[src/pbs_pkg.sv]
package pbs_pkg;

  // Sequencer time base.
  localparam int unsigned CLK_HZ          = 50_000_000;
  localparam int unsigned RESET_TIME_MS   = 260;
  localparam int unsigned RESET_CYCLES    = (CLK_HZ / 1000) * RESET_TIME_MS;
  localparam int unsigned DEBOUNCE_TIME_US = 20;
  localparam int unsigned DEBOUNCE_CYCLES = (CLK_HZ / 1_000_000) * DEBOUNCE_TIME_US;
  localparam int unsigned TIMER_W         = 32;
  localparam int unsigned DEB_W           = 16;

  // Inputs that pass through the debouncer, one bit each.
  localparam int unsigned NUM_FILTERED = 7;
  localparam int unsigned IDX_BUTTON   = 0;
  localparam int unsigned IDX_HARD     = 1;
  localparam int unsigned IDX_CHARGER  = 2;
  localparam int unsigned IDX_EN_LO    = 3;
  localparam int unsigned NUM_CHANNELS = 4;

  // Factory variant selection.
  typedef enum logic
  {
    PBS_VARIANT_B,
    PBS_VARIANT_C
  } pbs_variant_t;

  // Regulator enable bits, channel 1 in bit 0.
  localparam logic [3:0] REG_NONE    = 4'h0;
  localparam logic [3:0] REG_1_ONLY  = 4'h1;
  localparam logic [3:0] REG_1_TO_3  = 4'h7;

  // Sequencer states.
  typedef enum logic [2:0]
  {
    ST_OFF,
    ST_RAMP,
    ST_RESET_HOLD,
    ST_WAIT_HOST,
    ST_RUN
  } pbs_state_t;

  // Filtered view of the pins.
  typedef struct packed
  {
    logic       button;
    logic       hard_reset;
    logic       charger_ok;
    logic [3:0] channel_en;
  } pbs_inputs_t;

endpackage : pbs_pkg

[src/pbs_debounce.sv]
`timescale 1ns/1ps
`default_nettype none

module pbs_debounce
  import pbs_pkg::*;
(
  input  wire logic                    clk_i,
  input  wire logic                    rst_n_i,
  input  wire logic                    ce_i,
  input  wire logic [NUM_FILTERED-1:0] raw_i,
  output logic      [NUM_FILTERED-1:0] clean_o
);

  localparam logic [DEB_W-1:0] DEB_LAST = DEB_W'(DEBOUNCE_CYCLES - 1);

  // Each bit is synchronised in two flops, then must stay stable for the
  // whole debounce time before the clean copy follows it.
  genvar g;
  generate
    for (g = 0; g < NUM_FILTERED; g++)
    begin : g_bit
      logic             meta;
      logic             sync;
      logic             clean;
      logic [DEB_W-1:0] cnt;
      logic             next_clean;
      logic [DEB_W-1:0] next_cnt;

      // Count while the synchronised level differs from the clean one.
      always_comb
      begin
        next_clean = clean;
        next_cnt   = '0;
        if (sync != clean)
        begin
          if (cnt == DEB_LAST)
          begin
            next_clean = sync;
          end
          else
          begin
            next_cnt = cnt + DEB_W'(1);
          end
        end
      end

      // Registers; meta is read by sync alone.
      always_ff @(posedge clk_i)
      begin
        if (!rst_n_i)
        begin
          meta  <= 1'b0;
          sync  <= 1'b0;
          clean <= 1'b0;
          cnt   <= '0;
        end
        else if (ce_i)
        begin
          meta  <= raw_i[g];
          sync  <= meta;
          clean <= next_clean;
          cnt   <= next_cnt;
        end
      end

      assign clean_o[g] = clean;
    end
  endgenerate

endmodule // pbs_debounce

`default_nettype wire

[src/pbs_sequencer.sv]
`timescale 1ns/1ps
`default_nettype none

module pbs_sequencer
  import pbs_pkg::*;
#(
  parameter pbs_variant_t       VARIANT      = PBS_VARIANT_B,
  parameter int unsigned        RESET_PERIOD = RESET_CYCLES
)
(
  input  wire logic       MCLK_I,
  input  wire logic       RST_N_I,
  input  wire logic       CE_I,
  input  wire logic       POWER_BUTTON_IN_N_I,
  input  wire logic       POWER_BUTTON_HARD_N_I,
  input  wire logic       CHARGER_INPUT_VALID_I,
  input  wire logic [3:0] CHANNEL_ENABLE_I,
  input  wire logic       REGULATOR_1_GOOD_I,
  input  wire logic       REGULATOR_1_WITHIN_TOL_I,
  input  wire logic       FAULT_I,
  input  wire logic       FAULT_POLL_I,
  output logic      [3:0] REGULATOR_ENABLE_O,
  output logic            SYS_RESET_OUT_N_O,
  output logic            SYS_RESET_OUT_OE_O,
  output logic            INTERRUPT_OUT_N_O,
  output logic            INTERRUPT_OUT_OE_O,
  output logic            SYSTEM_ON_O
);

  localparam logic [TIMER_W-1:0] TIMER_LAST = TIMER_W'(RESET_PERIOD - 1);

  pbs_inputs_t               in_f;
  logic [NUM_FILTERED-1:0]   raw;
  logic [NUM_FILTERED-1:0]   clean;

  pbs_state_t                state;
  pbs_state_t                next_state;
  logic [TIMER_W-1:0]        timer;
  logic [TIMER_W-1:0]        next_timer;
  logic [3:0]                reg_en;
  logic [3:0]                next_reg_en;
  logic                      rst_low;
  logic                      next_rst_low;
  logic                      hard_timer_run;
  logic                      next_hard_timer_run;
  logic [TIMER_W-1:0]        hard_timer;
  logic [TIMER_W-1:0]        next_hard_timer;
  logic                      fault_flag;
  logic                      next_fault_flag;
  logic                      irq_low;
  logic                      next_irq_low;
  logic                      sys_on;
  logic                      next_sys_on;

  // Start set and startup regulators follow the strap parameter.
  function automatic logic [3:0] startup_regs(input pbs_variant_t v);
    return (v == PBS_VARIANT_C) ? REG_1_ONLY : REG_1_TO_3;
  endfunction

  // Presence of a start or hold condition: button, or charger in variant C.
  function automatic logic hold_source(input pbs_inputs_t f, input pbs_variant_t v);
    return f.button | ((v == PBS_VARIANT_C) & f.charger_ok);
  endfunction

  // Pins are active low for the button and the hard reset; flip to active-high before filtering.
  assign raw[IDX_BUTTON]  = ~POWER_BUTTON_IN_N_I;
  assign raw[IDX_HARD]    = ~POWER_BUTTON_HARD_N_I;
  assign raw[IDX_CHARGER] = CHARGER_INPUT_VALID_I;
  assign raw[IDX_EN_LO +: NUM_CHANNELS] = CHANNEL_ENABLE_I;

  // The button, hard-reset, charger and channel-enable pins pass the filter before the state machine.
  pbs_debounce u_debounce
  (
    .clk_i   (MCLK_I),
    .rst_n_i (RST_N_I),
    .ce_i    (CE_I),
    .raw_i   (raw),
    .clean_o (clean)
  );

  assign in_f.button     = clean[IDX_BUTTON];
  assign in_f.hard_reset = clean[IDX_HARD];
  assign in_f.charger_ok = clean[IDX_CHARGER];
  assign in_f.channel_en = clean[IDX_EN_LO +: NUM_CHANNELS];

  // Main startup and shutdown sequencing.
  always_comb
  begin
    next_state  = state;
    next_timer  = timer;
    next_reg_en = reg_en;
    next_rst_low = rst_low;
    next_sys_on = sys_on;
    case (state)
      ST_OFF:
      begin
        next_reg_en  = REG_NONE;
        next_rst_low = 1'b1;
        next_sys_on  = 1'b0;
        if (hold_source(in_f, VARIANT))
        begin
          next_state  = ST_RAMP;
          next_reg_en = startup_regs(VARIANT);
          next_sys_on = 1'b1;
        end
      end
      ST_RAMP:
      begin
        if (!hold_source(in_f, VARIANT) && (in_f.channel_en == REG_NONE))
        begin
          next_state = ST_OFF;
        end
        else if (REGULATOR_1_GOOD_I)
        begin
          next_state   = ST_RESET_HOLD;
          next_timer   = '0;
          next_rst_low = 1'b1;
        end
      end
      ST_RESET_HOLD:
      begin
        // Reset stays low past expiry while regulator 1 is out of window.
        if (!hold_source(in_f, VARIANT) && (in_f.channel_en == REG_NONE))
        begin
          next_state = ST_OFF;
        end
        else if (timer != TIMER_LAST)
        begin
          next_timer = timer + TIMER_W'(1);
        end
        else if (REGULATOR_1_WITHIN_TOL_I)
        begin
          next_rst_low = 1'b0;
          next_state   = ST_WAIT_HOST;
        end
      end
      ST_WAIT_HOST:
      begin
        // Host must take over before the hold source goes away.
        if (in_f.channel_en != REG_NONE)
        begin
          next_state = ST_RUN;
        end
        else if (!hold_source(in_f, VARIANT))
        begin
          next_state = ST_OFF;
        end
      end
      ST_RUN:
      begin
        // Host owns each regulator; order of disabling is its business.
        next_reg_en = in_f.channel_en;
        if (in_f.channel_en == REG_NONE)
        begin
          next_state   = ST_OFF;
          next_rst_low = 1'b1;
          next_sys_on  = 1'b0;
        end
      end
      default:
      begin
        next_state = ST_OFF;
      end
    endcase
    // Before the host takes over, its enables add channels to the start set.
    if ((state == ST_RAMP || state == ST_RESET_HOLD || state == ST_WAIT_HOST)
        && (next_state != ST_OFF))
    begin
      next_reg_en = startup_regs(VARIANT) | in_f.channel_en;
    end
    if (next_state == ST_OFF)
    begin
      next_reg_en = REG_NONE;
      next_sys_on = 1'b0;
      next_rst_low = 1'b1;
    end
  end

  // Hard reset: low at once while pulled, then a full timeout after release.
  always_comb
  begin
    next_hard_timer_run = hard_timer_run;
    next_hard_timer     = hard_timer;
    if (in_f.hard_reset)
    begin
      next_hard_timer_run = 1'b1;
      next_hard_timer     = '0;
    end
    else if (hard_timer_run)
    begin
      if (hard_timer == TIMER_LAST)
      begin
        next_hard_timer_run = 1'b0;
      end
      else
      begin
        next_hard_timer = hard_timer + TIMER_W'(1);
      end
    end
  end

  // Interrupt: button level while running, plus a fault flag held until polled.
  always_comb
  begin
    next_fault_flag = fault_flag;
    if (FAULT_POLL_I)
    begin
      next_fault_flag = 1'b0;
    end
    if (FAULT_I)
    begin
      next_fault_flag = 1'b1; // Set wins over the poll clear.
    end
    next_irq_low = ((state == ST_RUN) && in_f.button) || next_fault_flag;
  end

  // State registers; the clock enable freezes everything.
  always_ff @(posedge MCLK_I)
  begin
    if (!RST_N_I)
    begin
      state          <= ST_OFF;
      timer          <= '0;
      reg_en         <= REG_NONE;
      rst_low        <= 1'b1;
      sys_on         <= 1'b0;
      hard_timer_run <= 1'b0;
      hard_timer     <= '0;
      fault_flag     <= 1'b0;
      irq_low        <= 1'b0;
    end
    else if (CE_I)
    begin
      state          <= next_state;
      timer          <= next_timer;
      reg_en         <= next_reg_en;
      rst_low        <= next_rst_low;
      sys_on         <= next_sys_on;
      hard_timer_run <= next_hard_timer_run;
      hard_timer     <= next_hard_timer;
      fault_flag     <= next_fault_flag;
      irq_low        <= next_irq_low;
    end
  end

  // Output flops; open-drain pins drive low only, enable high while pulling.
  logic [3:0] reg_en_q;
  logic       rst_oe_q;
  logic       next_rst_oe;
  logic       sys_on_q;

  // The reset pin is pulled by the sequencer or by the hard-reset timeout.
  assign next_rst_oe = next_rst_low | next_hard_timer_run;

  always_ff @(posedge MCLK_I)
  begin
    if (!RST_N_I)
    begin
      reg_en_q <= REG_NONE;
      rst_oe_q <= 1'b1;
      sys_on_q <= 1'b0;
    end
    else if (CE_I)
    begin
      reg_en_q <= next_reg_en;
      rst_oe_q <= next_rst_oe;
      sys_on_q <= next_sys_on;
    end
  end

  assign REGULATOR_ENABLE_O = reg_en_q;
  assign SYS_RESET_OUT_N_O  = 1'b0;
  assign SYS_RESET_OUT_OE_O = rst_oe_q;
  assign INTERRUPT_OUT_N_O  = 1'b0;
  assign INTERRUPT_OUT_OE_O = irq_low; // The interrupt state flop drives the pin directly.
  assign SYSTEM_ON_O        = sys_on_q;

endmodule // pbs_sequencer

`default_nettype wire

[config.mk]
export PLATFORM = sky130hd
export DESIGN_NAME = pbs_sequencer
export DESIGN_NICKNAME = d
export VERILOG_FILES = /design/src/pbs_pkg.sv /design/src/pbs_debounce.sv /design/src/pbs_sequencer.sv
export SDC_FILE = /design/constraint.sdc
export NUM_CORES = 1
export LEC_CHECK = 0
export ABC_AREA = 1
export BUFFER_PORTS_ARGS = -buffer_cell sky130_fd_sc_hd__buf_4
export CORE_AREA = 2 2 135 137
export DETAILED_ROUTE_END_ITERATION = 10
export DIE_AREA = 0 0 137 139
export GPL_ROUTABILITY_DRIVEN = 0
export PLACE_DENSITY = 0.74
export SYNTH_ARGS = -nofsm -noshare
export SYNTH_HDL_FRONTEND = slang
export SYNTH_SLANG_ARGS = --single-unit
export TNS_END_PERCENT = 10
[constraint.sdc]
create_clock -name MCLK_I -period 3.4 [get_ports MCLK_I]
set_input_delay 0.17 -clock MCLK_I [delete_from_list [all_inputs] [get_ports MCLK_I]]
set_output_delay 0.17 -clock MCLK_I [all_outputs]
set_load 0.01 [all_outputs]
# Word-level counts from Yosys, hierarchy flattened
# Index checks and enable logic that the tools add are counted.
# word_totals
ff_bits,191
# op_classes
addsub,8
n_eq_ne,24
mux,51
n_bitwise,3
reduce_logical,26
# op_table
op,count
2-to-1 mux 32 bit,7
2-to-1 mux 16 bit,12
adder 16 x 1 -> 16 bit (second input constant),6
equality test 16 x 10 -> 1 bit (second input constant),6
adder 32 x 1 -> 32 bit (second input constant),2
case mux 32 bit (2 select lines),1
equality test 32 x 24 -> 1 bit (second input constant),1
!= test 32 x 24 -> 1 bit (second input constant),1
2-to-1 mux 3 bit,10
AND reduction 3 bit,8
2-to-1 mux 1 bit,15
case mux 3 bit (5 select lines),1
2-to-1 mux 4 bit,2
!= test 2 bit (second input constant),4
case mux 4 bit (2 select lines),1
nonzero test 4 bit,2
equality test 3 x 2 -> 1 bit (second input constant),2
logical NOT 3 bit,2
!= test 1 bit,6
AND reduction 6 bit,1
nonzero test 3 bit,2
logical NOT 4 bit,1
case mux 1 bit (4 select lines),1
nonzero test 2 bit,2
other kinds (11),16

# Depth between registers and ports, before layout
# Gate-level depths: netlist (run 1).
# depth
word_depth,8
mapped_depth,14
mapped_depth_nobuf,13

# Cells and area by module
# A second synthesis (run 1) with hierarchy kept.
# hier_totals
hier_cells,1954
hier_area_um2,12378.1
# modules_own_cells
module,n_inst,cells_each,area_per_inst_um2
pbs_debounce,1,1150,7352.1
pbs_sequencer,1,804,5026.1

# Least setup slack after synthesis (run 1)
# OpenSTA, ideal clock, no wires.
# synth_timing
path_type,register to register
from,register timer[0]
to,register timer[10]
setup_ns,0.068
arrival_ns,1.657
required_ns,3.332
path_slack_ns,1.675
path_stages_with_launch,14
synth_period_minus_slack_ns,1.725
path_cell_list,dfxtp_1 ha_1 nand2_2 nor2_4 nand3_2 nor2_2 nand2_1 nand2_1 nand2_1 nand2_2 buf_6 buf_12 nand2_1 a21oi_2
# synth_via
elab_chain_len,4
elab_cells_between_ends,7
# synth_rtl
item,line,source
"start, declared",pbs_sequencer.sv:38,logic [TIMER_W-1:0] timer;
"start signal, assigned",pbs_sequencer.sv:235,timer <= next_timer;
adder 32 x 1 -> 32 bit,pbs_sequencer.sv:129,next_timer = timer + TIMER_W'(1);
2-to-1 mux 32 bit,pbs_sequencer.sv:127,else if (timer != TIMER_LAST)
2-to-1 mux 32 bit,pbs_sequencer.sv:123,"if (!hold_source(in_f, VARIANT) && (in_f.channel_en == REG_NONE))"
case mux 32 bit (2 select lines),pbs_sequencer.sv:94,case (state)
# Parallel ways exist; a longest one is shown, timed or not. The select of a mux whose other input is x is not followed.
# A chain may end at the register's enable or synchronous reset.

# Final worst setup path (run 1)
# layout_timing
from,register timer[0]
to,register timer[2]
# Same word-level chain as after synthesis.

==> impl_results.md, run 1 <==
* Outcome: finished clean
* Hold_sp: FAULT_I
* Most frequent cells after synthesis: nand2_1 (350), nor2_1 (271), dfxtp_1 (191)
* Max cap viols at 0
* Ant. Diodes at 0
* Sw Share at 23.1%
* Max-slew violation count at 0
* Startpoint types: register
* WL final at 22800 um
* Syn Inst Count at 1559
* Total negative slack at 0 ns
* Seq/Total Area, Yosys at 37.0%
* Number of synthesized flops with an enable pin at 0
* Worst hold path endpoint: INTERRUPT_OUT_OE_O
* Asr flop ratio synth at 0%
* FMAX at 413 MHz
* Reg clk slew, reported paths at 0.07 ns
* IO Port Bufs at 19
* Slew margin rel. at 55.7%
* Final setup viols at 0
* Type of the most critical hold path: primary input to register
* Int Power at 3.50 mW
* Total track usage at 24.6%
* Non-Filler Instances at 1806
* CP cell instances: ha_1 -> nand2_2 -> nor2_4 -> nand3_2 -> nor2_2 -> nand2_1 -> nand2_1 -> nand2_1 -> nand2_2 -> buf_4 -> o21ai_2 -> inv_2 -> nand2_1 -> nor2_1
* Reg2reg end: timer[2]
* Most Frequent Cell on Critical Path: nand2_1
* Peak supply drop at 0.381 mV
* Sequential fraction of design power at 49.8%
* Layout Nets at 1586
* Ports at 23
* # DRC at 0
* Die ar. at 19000 um^2
* Top delay family on crit path: simple AND/OR/NAND/NOR gates
* Worst Reg2Reg Path Length in Cells at 14
* Slowest Stage Delay on Critical Path at 0.44 ns
* Worst Path Arrival at 2.81 ns
* # rows at 49
* DP Cell Count at 1768
* Initial antenna violation count at 0
* Synthesized area at 10300 um^2
* CP max FO at 21
* Detailed-route vias per instance at 5.38
* Final period util at 71.2%
* Post-DRT Antenna Nets at 0
* Initial Utilization at 58.5%
* WP buf/inv at 2
* Leak at 3.92 nW
* P_sw at 1.05 mW
* Skew-Pair Late Insertion Delay at 0.45 ns
* # Post-CTS Setup Buffers at 0
* Fraction of layout cells with a size suffix above 1 at 6.72%
* H-tree depth at 4
* Final Cell Area at 11300 um^2
* Area leader, netlist: dfxtp_1
* Area fraction of the dominant cell type after synthesis at 37.0%
* CORE AREA at 17700 um^2
* WHS at 0.0545 ns
* Die W at 137 um
* First-pass GRT wire length at 39300 um
* Vias in the first global route at 8804
* Worst hold path stage count at 3
* Netlist cell types at 46
* Worst-Margin Slew at 0.662 ns
* R2R Path Start: timer[0]
* FF-to-FF setup slack at 0.98 ns
* Largest cells by area after synthesis: dfxtp_1 (37%), nand2_1 (13%), nor2_1 (9.8%)
* RSZ-0062 raised after global routing: no
* Tmin final at 2.42 ns
* Area post-placement at 10600 um^2
* Clock sink count at 191
* Wire length per cell at 12.6 um
* Most used DFF post-synth: dfxtp_1
* Layout overhead on the synthesized area at 8.97%
* Root Driver: clkbuf_16
* Total number of vias at 9711
* Slowest CP cell: dfxtp_1
* TritonCTS clock tree: yes
* Clock power frac at 46.5%
* Hold Fails Final Rpt at 0
* Worst Setup End Kind: register
* Pwr Total at 4.55 mW
* Share of the core filled with cells at 63.8%
* Layout fillers at 1642
* Gate power share at 3.6%
* Crit Path Category: register to register
* Die span in y at 139 um
* CP Data Required Time at 3.79 ns
* FF+latch count, synth at 191
* GRT overflow at 0
* Worst setup margin at 0.980 ns
* Initial DRC Count at 711
* Worst clock skew at 0.0181 ns
* Post-DP HPWL at 16000 um
* Ys Warns at 0
* Pwr Density at 404 nW/um^2
* CTS Buf Count at 17
* Initial DRT Pass Iterations at 7
* Largest net degree at the start of global routing at 49
* Count leader, synth: nand2_1
* Clock Path Buffers at 2
* DP Worst Slack at 0.990 ns
* Syn avg cell area at 6.63 um^2
## final cells by class
class / instances / area (um^2) / share of cell area [%]
Multi-Input combinational cell: 1165 / 5670 / 50.4
Clock inverter: 13 / 176 / 1.57
Tap cell: 229 / 287 / 2.54
Inverter: 153 / 576 / 5.11
Timing Repair Buffer: 36 / 285 / 2.53
Sequential cell: 191 / 3820 / 34.0
Clock buffer: 19 / 443 / 3.93
## how the worst max path moves through the flow
stage               startpoint        end  cells after the start
CTS                   timer[0]   timer[2]                     14
global placement      timer[0]   timer[2]                     14
finish                timer[0]   timer[2]                     14
detailed placement    timer[0]   timer[2]                     14
floorplan             timer[0]  timer[10]                     13
global route          timer[0]   timer[6]                     14
## cell usage in the layout (no fill, tap or decap), types with 30 or more instances in the layout
master | netlist | final
nor3_1 | 70 | 70
o21ai_0 | 47 | 47
nor2_1 | 271 | 271
xor2_1 | 47 | 47
nand2_1 | 350 | 350
nand4_1 | 38 | 38
nand3_1 | 95 | 95
a21oi_1 | 117 | 117
buf_4 | 3 | 30
inv_1 | 147 | 146
dfxtp_1 | 191 | 191
## worst min-delay path, delay by kind of cell
kind,cells,cell delay (ns)
buffers and inverters,1,0.08
AO/OA/AOI/OAI,1,0.16
AND/OR/NAND/NOR,1,0.05
## registers in the layout (all words and copies together) (netlist names), 3 cells and up
| signal | flops |
|---|---|
| u_debounce.g_bit.meta | 6 |
| hard_timer | 32 |
| timer | 32 |
| state | 3 |
| u_debounce.g_bit.clean | 6 |
| u_debounce.g_bit.cnt | 96 |
| u_debounce.g_bit.sync | 6 |
| REGULATOR_ENABLE_O | 4 |
## per-layer routing
layer	share of wire [%]	track usage, %	up-vias	routed length [um]
li1	-	-	5083	-
met1	48	32.1	4409	10900
met2	47	41.6	195	10700
met3	4.0	4.39	24	906
met4	1.3	6.67	0	287
met5	0	0	-	0
## kinds of logic after synthesis
kind of cell / Yosys count / synth area share, %
DFF: 191 / 37.0
other: 1 / 0.0363
AOI/OAI and AO/OA: 222 / 12.4
buffers and inverters: 204 / 8.16
and+or+nand+nor: 862 / 35.4
adders and majority gates: 8 / 0.969
xor gates and xnor gates: 71 / 6.02
## what timing repair did
item	4_1_cts	5_1_grt
endpoints found under the hold margin	6	0
resized for setup	0	0
hold buffers	6	0
## power groups by stage
stage / registers [mW] / logic [mW] / clock network (mW)
floorplan: 2.32 / 0.115 / 0
global placement: 2.32 / 0.158 / 0
detailed placement: 2.32 / 0.159 / 0
CTS: 2.27 / 0.166 / 2.15
global route: 2.27 / 0.186 / 2.23
finish: 2.27 / 0.166 / 2.12
Power figures use the tool's default switching activity.
==> run 2, diff against run 1 <==
--- a/config.mk
+++ b/config.mk
@@ -5,11 +5,11 @@
 export SDC_FILE = /design/constraint.sdc
 export NUM_CORES = 1
 export LEC_CHECK = 0
-export ABC_AREA = 1
+export ABC_AREA = 0
 export BUFFER_PORTS_ARGS = -buffer_cell sky130_fd_sc_hd__buf_4
-export CORE_AREA = 2 2 135 137
+export CORE_AREA = 2 2 126 128
 export DETAILED_ROUTE_END_ITERATION = 10
-export DIE_AREA = 0 0 137 139
+export DIE_AREA = 0 0 128 130
 export GPL_ROUTABILITY_DRIVEN = 0
 export PLACE_DENSITY = 0.74
 export SYNTH_ARGS = -nofsm -noshare
==> constraint.sdc (replaced) <==
create_clock -name MCLK_I -period 2.3 [get_ports MCLK_I]
set_input_delay 0.115 -clock MCLK_I [delete_from_list [all_inputs] [get_ports MCLK_I]]
set_output_delay 0.115 -clock MCLK_I [all_outputs]
set_load 0.01 [all_outputs]
==> impl_results.md, run 2 <==
* R2R Path Start: timer[26]
* Post-DP HPWL at 12600 um
* CP max FO at 2
* Pwr Density at 646 nW/um^2
* CORE AREA at 15400 um^2
* Largest register FFs at 96
* Syn Inst Count at 1092
* Most flops, register: u_debounce.g_bit.cnt
* TritonCTS clock tree: yes
* DP Cell Count at 1312
* Startpoint types: register
* Type of the most critical hold path: primary input to register
* First-pass GRT wire length at 31800 um
* Sequential fraction of design power at 49.8%
* Initial Utilization at 58.6%
* Crit Path Category: register to register
* Synthesized area at 9040 um^2
* Worst hold path stage count at 4
* Count leader, synth: dfxtp_1
* Number of synthesized flops with an enable pin at 0
* Netlist cell types at 56
* Fraction of layout cells with a size suffix above 1 at 10.6%
* Root Driver: clkbuf_16
* Layout overhead on the synthesized area at 15.2%
* GRT overflow at 0
* Ports at 23
* Most frequent cells after synthesis: dfxtp_1 (191), nor2_1 (170), nand2_1 (101)
* Setup crit start: timer[26]
* Layout fillers at 1288
* Tmin final at 2.32 ns
* Outcome: complete, but fails checks
* Post-DRT Antenna Nets at 0
* Int Power at 5.28 mW
* Area leader, netlist: dfxtp_1
* Clock Path Buffers at 2
* Most used DFF post-synth: dfxtp_1
* Asr flop ratio synth at 0%
* Clock power frac at 46.6%
* Die W at 128 um
* Leak at 3.49 nW
* Die span in y at 130 um
* # DRC at 0
* Hold_sp: FAULT_POLL_I
* Die ar. at 16600 um^2
* Detailed-route vias per instance at 5.65
* P_sw at 1.45 mW
* CP Data Required Time at 2.62 ns
* Sw Share at 21.5%
* Largest net degree at the start of global routing at 60
* # rows at 46
* Initial DRC Count at 578
* Violated checks: setup timing
* Total track usage at 23.1%
* WL final at 18500 um
* Vias in the first global route at 6906
* RSZ-0062 raised after global routing: yes
* Final period util at 101%
* Reg clk slew, reported paths at 0.07 ns
* IO Port Bufs at 19
* Share of the core filled with cells at 67.5%
* Max-slew violation count at 0
* Worst-Margin Slew at 0.590 ns
* Most common library cell in the layout ignoring fill and taps: dfxtp_1
* Slew margin rel. at 60.3%
* Worst Path Arrival at 2.63 ns
* Area fraction of the dominant cell type after synthesis at 42.3%
* CTS Buf Count at 17
* Gate power share at 3.6%
* Worst setup margin at -0.0161 ns
* Non-Filler Instances at 1354
* Seq/Total Area, Yosys at 42.3%
* WHS at 0.0293 ns
* Max cap viols at 0
* Hold Fails Final Rpt at 0
* FMAX at 432 MHz
* Syn avg cell area at 8.28 um^2
* FF+latch count, synth at 191
* Largest registers: u_debounce.g_bit.cnt (96), hard_timer (32), timer (32)
* Worst clock skew at 0.00696 ns
* Largest cells by area after synthesis: dfxtp_1 (42%), xnor2_1 (8.2%), nor2_1 (7.1%)
* Initial antenna violation count at 0
* Ys Warns at 0
* Layout Nets at 1171
* Ant. Diodes at 0
* Total number of vias at 7649
* Clock sink count at 191
* Wire length per cell at 13.7 um
* Worst Reg2Reg Path Length in Cells at 6
* Final setup viols at 1
* Skew-Pair Late Insertion Delay at 0.43 ns
* Most frequent cells in the layout: dfxtp_1 (191), nor2_1 (170), nand2_1 (101), xnor2_1 (85), buf_4 (77)
* H-tree depth at 4
* Total negative slack at -0.0161 ns
* Worst Setup End Kind: register
* Initial DRT Pass Iterations at 5
* Peak supply drop at 0.680 mV
[run 2: cell count changes in the layout (fill, tap and decap cells not counted), moves of 22 or more]
cell,change
a21oi_1,-76
nand2_1,-249
buf_4,+47
o21ai_0,-30
nor2b_1,+22
nor2_1,-101
xnor2_1,+61
inv_1,-128
nand3_1,-26
nor3_1,-28
[run 2: stage by stage]
stage               area [um^2]  setup WS (ns)  power [mW]
floorplan                  9050         0.0205        3.58
global placement           9640         0.0295        3.65
detailed placement         9640        -0.0495        3.65
CTS                       10400         0.0110        6.77
global route              10400        -0.0638        6.94
finish                    10400        -0.0161        6.73
[run 2: worst paths after layout]
path | to | slack, ns
hold reg to reg | rst_low | 0.47
setup reg to reg | SYS_RESET_OUT_OE_O | -0.02
hold / removal | fault_flag | 0.03
setup / recovery | SYS_RESET_OUT_OE_O | -0.02
[run 2: cells by family (layout without fill, tap and decap cells)]
logic type / count (synthesis) / in the layout / synth area share [%]
xor+xnor: 131 / 131 / 12.7
flops: 191 / 191 / 42.3
other cells: 1 / 2 / 0.0415
compound gates: 129 / 129 / 9.52
simple gates: 553 / 553 / 29.9
fa+ha+maj: 8 / 8 / 1.11
buf+inv: 67 / 136 / 3.15
mux: 12 / 12 / 1.34
[run 2: critical path: stages, from the launching register on]
cell and delay [ns]:
dfxtp_1 0.31, or4_4 0.53, or4_4 0.44, nor4_4 0.24, nand4_1 0.17, and2_4 0.18, a2111o_1 0.33
[run 2: area by class of cell]
| cell class | instances | area [um^2] | share of cell area [%] |
|---|---|---|---|
| Timing Repair Buffer | 86 | 669 | 6.43 |
| Clock buffer | 19 | 443 | 4.25 |
| Clock inverter | 13 | 188 | 1.80 |
| Sequential cell | 191 | 3820 | 36.7 |
| Inverter | 18 | 67.6 | 0.649 |
| Multi-Input combinational cell | 835 | 4990 | 47.9 |
| Tap cell | 192 | 240 | 2.31 |
[run 2: per-layer routing]
layer	GRT usage, %	share of wire (%)	up-vias
met2	38.2	47	106
met5	0	0	-
met3	4.55	3.2	15
li1	-	-	3941
met1	31.3	49	3587
met4	6.14	1.2	0
[run 2: power groups by stage]
| stage | clock (mW) | combinational (mW) | sequential, mW |
|---|---|---|---|
| floorplan | 0 | 0.158 | 3.42 |
| global placement | 0 | 0.228 | 3.42 |
| detailed placement | 0 | 0.231 | 3.42 |
| CTS | 3.18 | 0.244 | 3.35 |
| global route | 3.33 | 0.269 | 3.35 |
| finish | 3.14 | 0.243 | 3.35 |
[run 2: timing repair]
item                                    4_1_cts  5_1_grt
cloned                                        0        0
resized for setup                             1        8
hold buffers                                  8        0
pin swaps                                     0        5
setup buffers                                 0        2
endpoints found under the setup margin        1       18
hold endpoints to repair                      9        0
==> run 3, diff against run 2 <==
--- a/config.mk
+++ b/config.mk
@@ -6,12 +6,12 @@
 export NUM_CORES = 1
 export LEC_CHECK = 0
 export ABC_AREA = 0
-export BUFFER_PORTS_ARGS = -buffer_cell sky130_fd_sc_hd__buf_4
 export CORE_AREA = 2 2 126 128
 export DETAILED_ROUTE_END_ITERATION = 10
 export DIE_AREA = 0 0 128 130
+export DONT_BUFFER_PORTS = 1
 export GPL_ROUTABILITY_DRIVEN = 0
-export PLACE_DENSITY = 0.74
+export PLACE_DENSITY = 0.73
 export SYNTH_ARGS = -nofsm -noshare
 export SYNTH_HDL_FRONTEND = slang
 export SYNTH_SLANG_ARGS = --single-unit
==> impl_results.md, run 3 (same netlist as run 2, synthesis figures left out) <==
* Leak at 3.40 nW
* Die ar. at 16600 um^2
* Worst Reg2Reg Path Length in Cells at 6
* Startpoint types: register
* Layout Nets at 1150
* Initial Utilization at 58.6%
* Total number of vias at 7646
* Vias in the first global route at 6888
* Root Driver: clkbuf_16
* Peak supply drop at 0.677 mV
* Type of the most critical hold path: primary input to register
* WL final at 19100 um
* DP Worst Slack at 0.00857 ns
* Detailed-route vias per instance at 5.74
* WP buf/inv at 0
* Post-DRT Antenna Nets at 0
* FF-to-FF setup slack at 0.05 ns
* Slowest CP cell: or4_1
* Ports at 23
* Most frequent cells in the layout: dfxtp_1 (191), nor2_1 (170), nand2_1 (101), xnor2_1 (85), nand3_1 (69)
* Initial DRT Pass Iterations at 5
* Tmin final at 2.25 ns
* RSZ-0062 raised after global routing: yes
* Largest registers: u_debounce.g_bit.cnt (96), hard_timer (32), timer (32)
* Final setup viols at 0
* CTS Buf Count at 17
* Final period util at 98.0%
* Slew margin rel. at 58.4%
* WP depth at 6
* CP max FO at 2
* Outcome: finished clean
* Largest net degree at the start of global routing at 91
* Worst clock skew at 0.0121 ns
* Initial DRC Count at 619
* H-tree depth at 4
* Fraction of layout cells with a size suffix above 1 at 8.15%
* CORE AREA at 15400 um^2
* Ant. Diodes at 0
* Crit path to: SYS_RESET_OUT_OE_O
* Area post-placement at 9460 um^2
* Post-DP HPWL at 12200 um
* Wire length per cell at 14.3 um
* # rows at 46
* # Post-CTS Setup Buffers at 0
* Worst setup margin at 0.0456 ns
* Layout overhead on the synthesized area at 13.5%
* CP Data Required Time at 2.63 ns
* First-pass GRT wire length at 32200 um
* Reg2reg end: SYS_RESET_OUT_OE_O
* FMAX at 444 MHz
* Most Frequent Cell on Critical Path: or4_1
* Max-slew violation count at 0
* Reg clk slew, reported paths at 0.07 ns
* Worst Path Arrival at 2.58 ns
* Worst Setup End Kind: register
* Max cap viols at 0
* Clock sink count at 191
* Top delay family on crit path: simple AND/OR/NAND/NOR gates
* Skew-Pair Late Insertion Delay at 0.44 ns
* Largest register FFs at 96
* Pwr Density at 655 nW/um^2
* Most common library cell in the layout ignoring fill and taps: dfxtp_1
* Slowest Stage Delay on Critical Path at 0.55 ns
* GRT overflow at 0
* Initial antenna violation count at 0
* Hold Fails Final Rpt at 0
* Setup crit start: timer[26]
* # DRC at 0
* Final Cell Area at 10300 um^2
* Worst-Margin Slew at 0.620 ns
* Pwr Total at 6.72 mW
* IO Port Bufs at 0
* Most flops, register: u_debounce.g_bit.cnt
* Die span in y at 130 um
* CP cell instances: or4_1 -> or4_1 -> nor4_2 -> nand4_1 -> and2_1 -> a2111o_1
* R2R Path Start: timer[26]
* Die W at 128 um
* Crit Path Category: register to register
* Total track usage at 23.5%
* Clock Path Buffers at 2
* TritonCTS clock tree: yes
## run 3: layout make-up
type | instances | area, um^2
Clock inverter | 14 | 189
Fill cell | 1286 | 5160
Tap cell | 192 | 240
Multi-Input combinational cell | 835 | 4950
Sequential cell | 191 | 3820
Clock buffer | 18 | 439
Timing Repair Buffer | 65 | 554
Inverter | 18 | 67.6
## run 3: how the worst min path moves through the flow
stage / cells past startpoint / startpoint / end
6_report: 3 / RST_N_I / timer[12]
5_1_grt: 3 / RST_N_I / u_debounce.g_bit[5].cnt[9]
4_1_cts: 3 / RST_N_I / timer[12]
3_5_place_dp: 1 / RST_N_I / u_debounce.g_bit[5].cnt[12]
3_3_place_gp: 1 / RST_N_I / u_debounce.g_bit[1].cnt[13]
2_1_floorplan: 2 / FAULT_I / fault_flag
## run 3: timing repair
item | CTS | global route
pin swaps | 0 | 1
hold buffers | 14 | 0
endpoints found under the setup margin | 3 | 16
resized for setup | 2 | 0
endpoints found under the hold margin | 85 | 0
## run 3: worst register-to-register path, cell delays in order (launching register included)
cell and delay (ns):
dfxtp_1 0.31, or4_1 0.55, or4_1 0.43, nor4_2 0.17
nand4_1 0.15, and2_1 0.19, a2111o_1 0.33
## run 3: stage by stage
stage / TNS (ns) / std cells / hold slack [ns] / utilization (%)
after floorplan: 0 / 1093 / 0.267 / -
after global placement: 0 / 1287 / 0.247 / 61.3
after detailed placement: 0 / 1287 / 0.252 / 61.3
after CTS: 0 / 1333 / 0.00421 / 66.5
after global routing: -0.00544 / 1333 / 0.0261 / 66.5
final: 0 / 1333 / 0.0198 / 66.5
## run 3: report_power, final
group	switching [mW]	internal [mW]
Clock	1.30	1.84
Sequential	0.0192	3.33
Combinational	0.135	0.0883
Total	1.46	5.26
## run 3: routing by layer
layer / share of wire [%] / vias up / GRT usage, %
met5: 0 / - / 0
met4: 1.0 / 0 / 7.18
met3: 5.1 / 19 / 6.31
met2: 46 / 146 / 38.5
met1: 48 / 3590 / 30.7
li1: - / 3891 / -
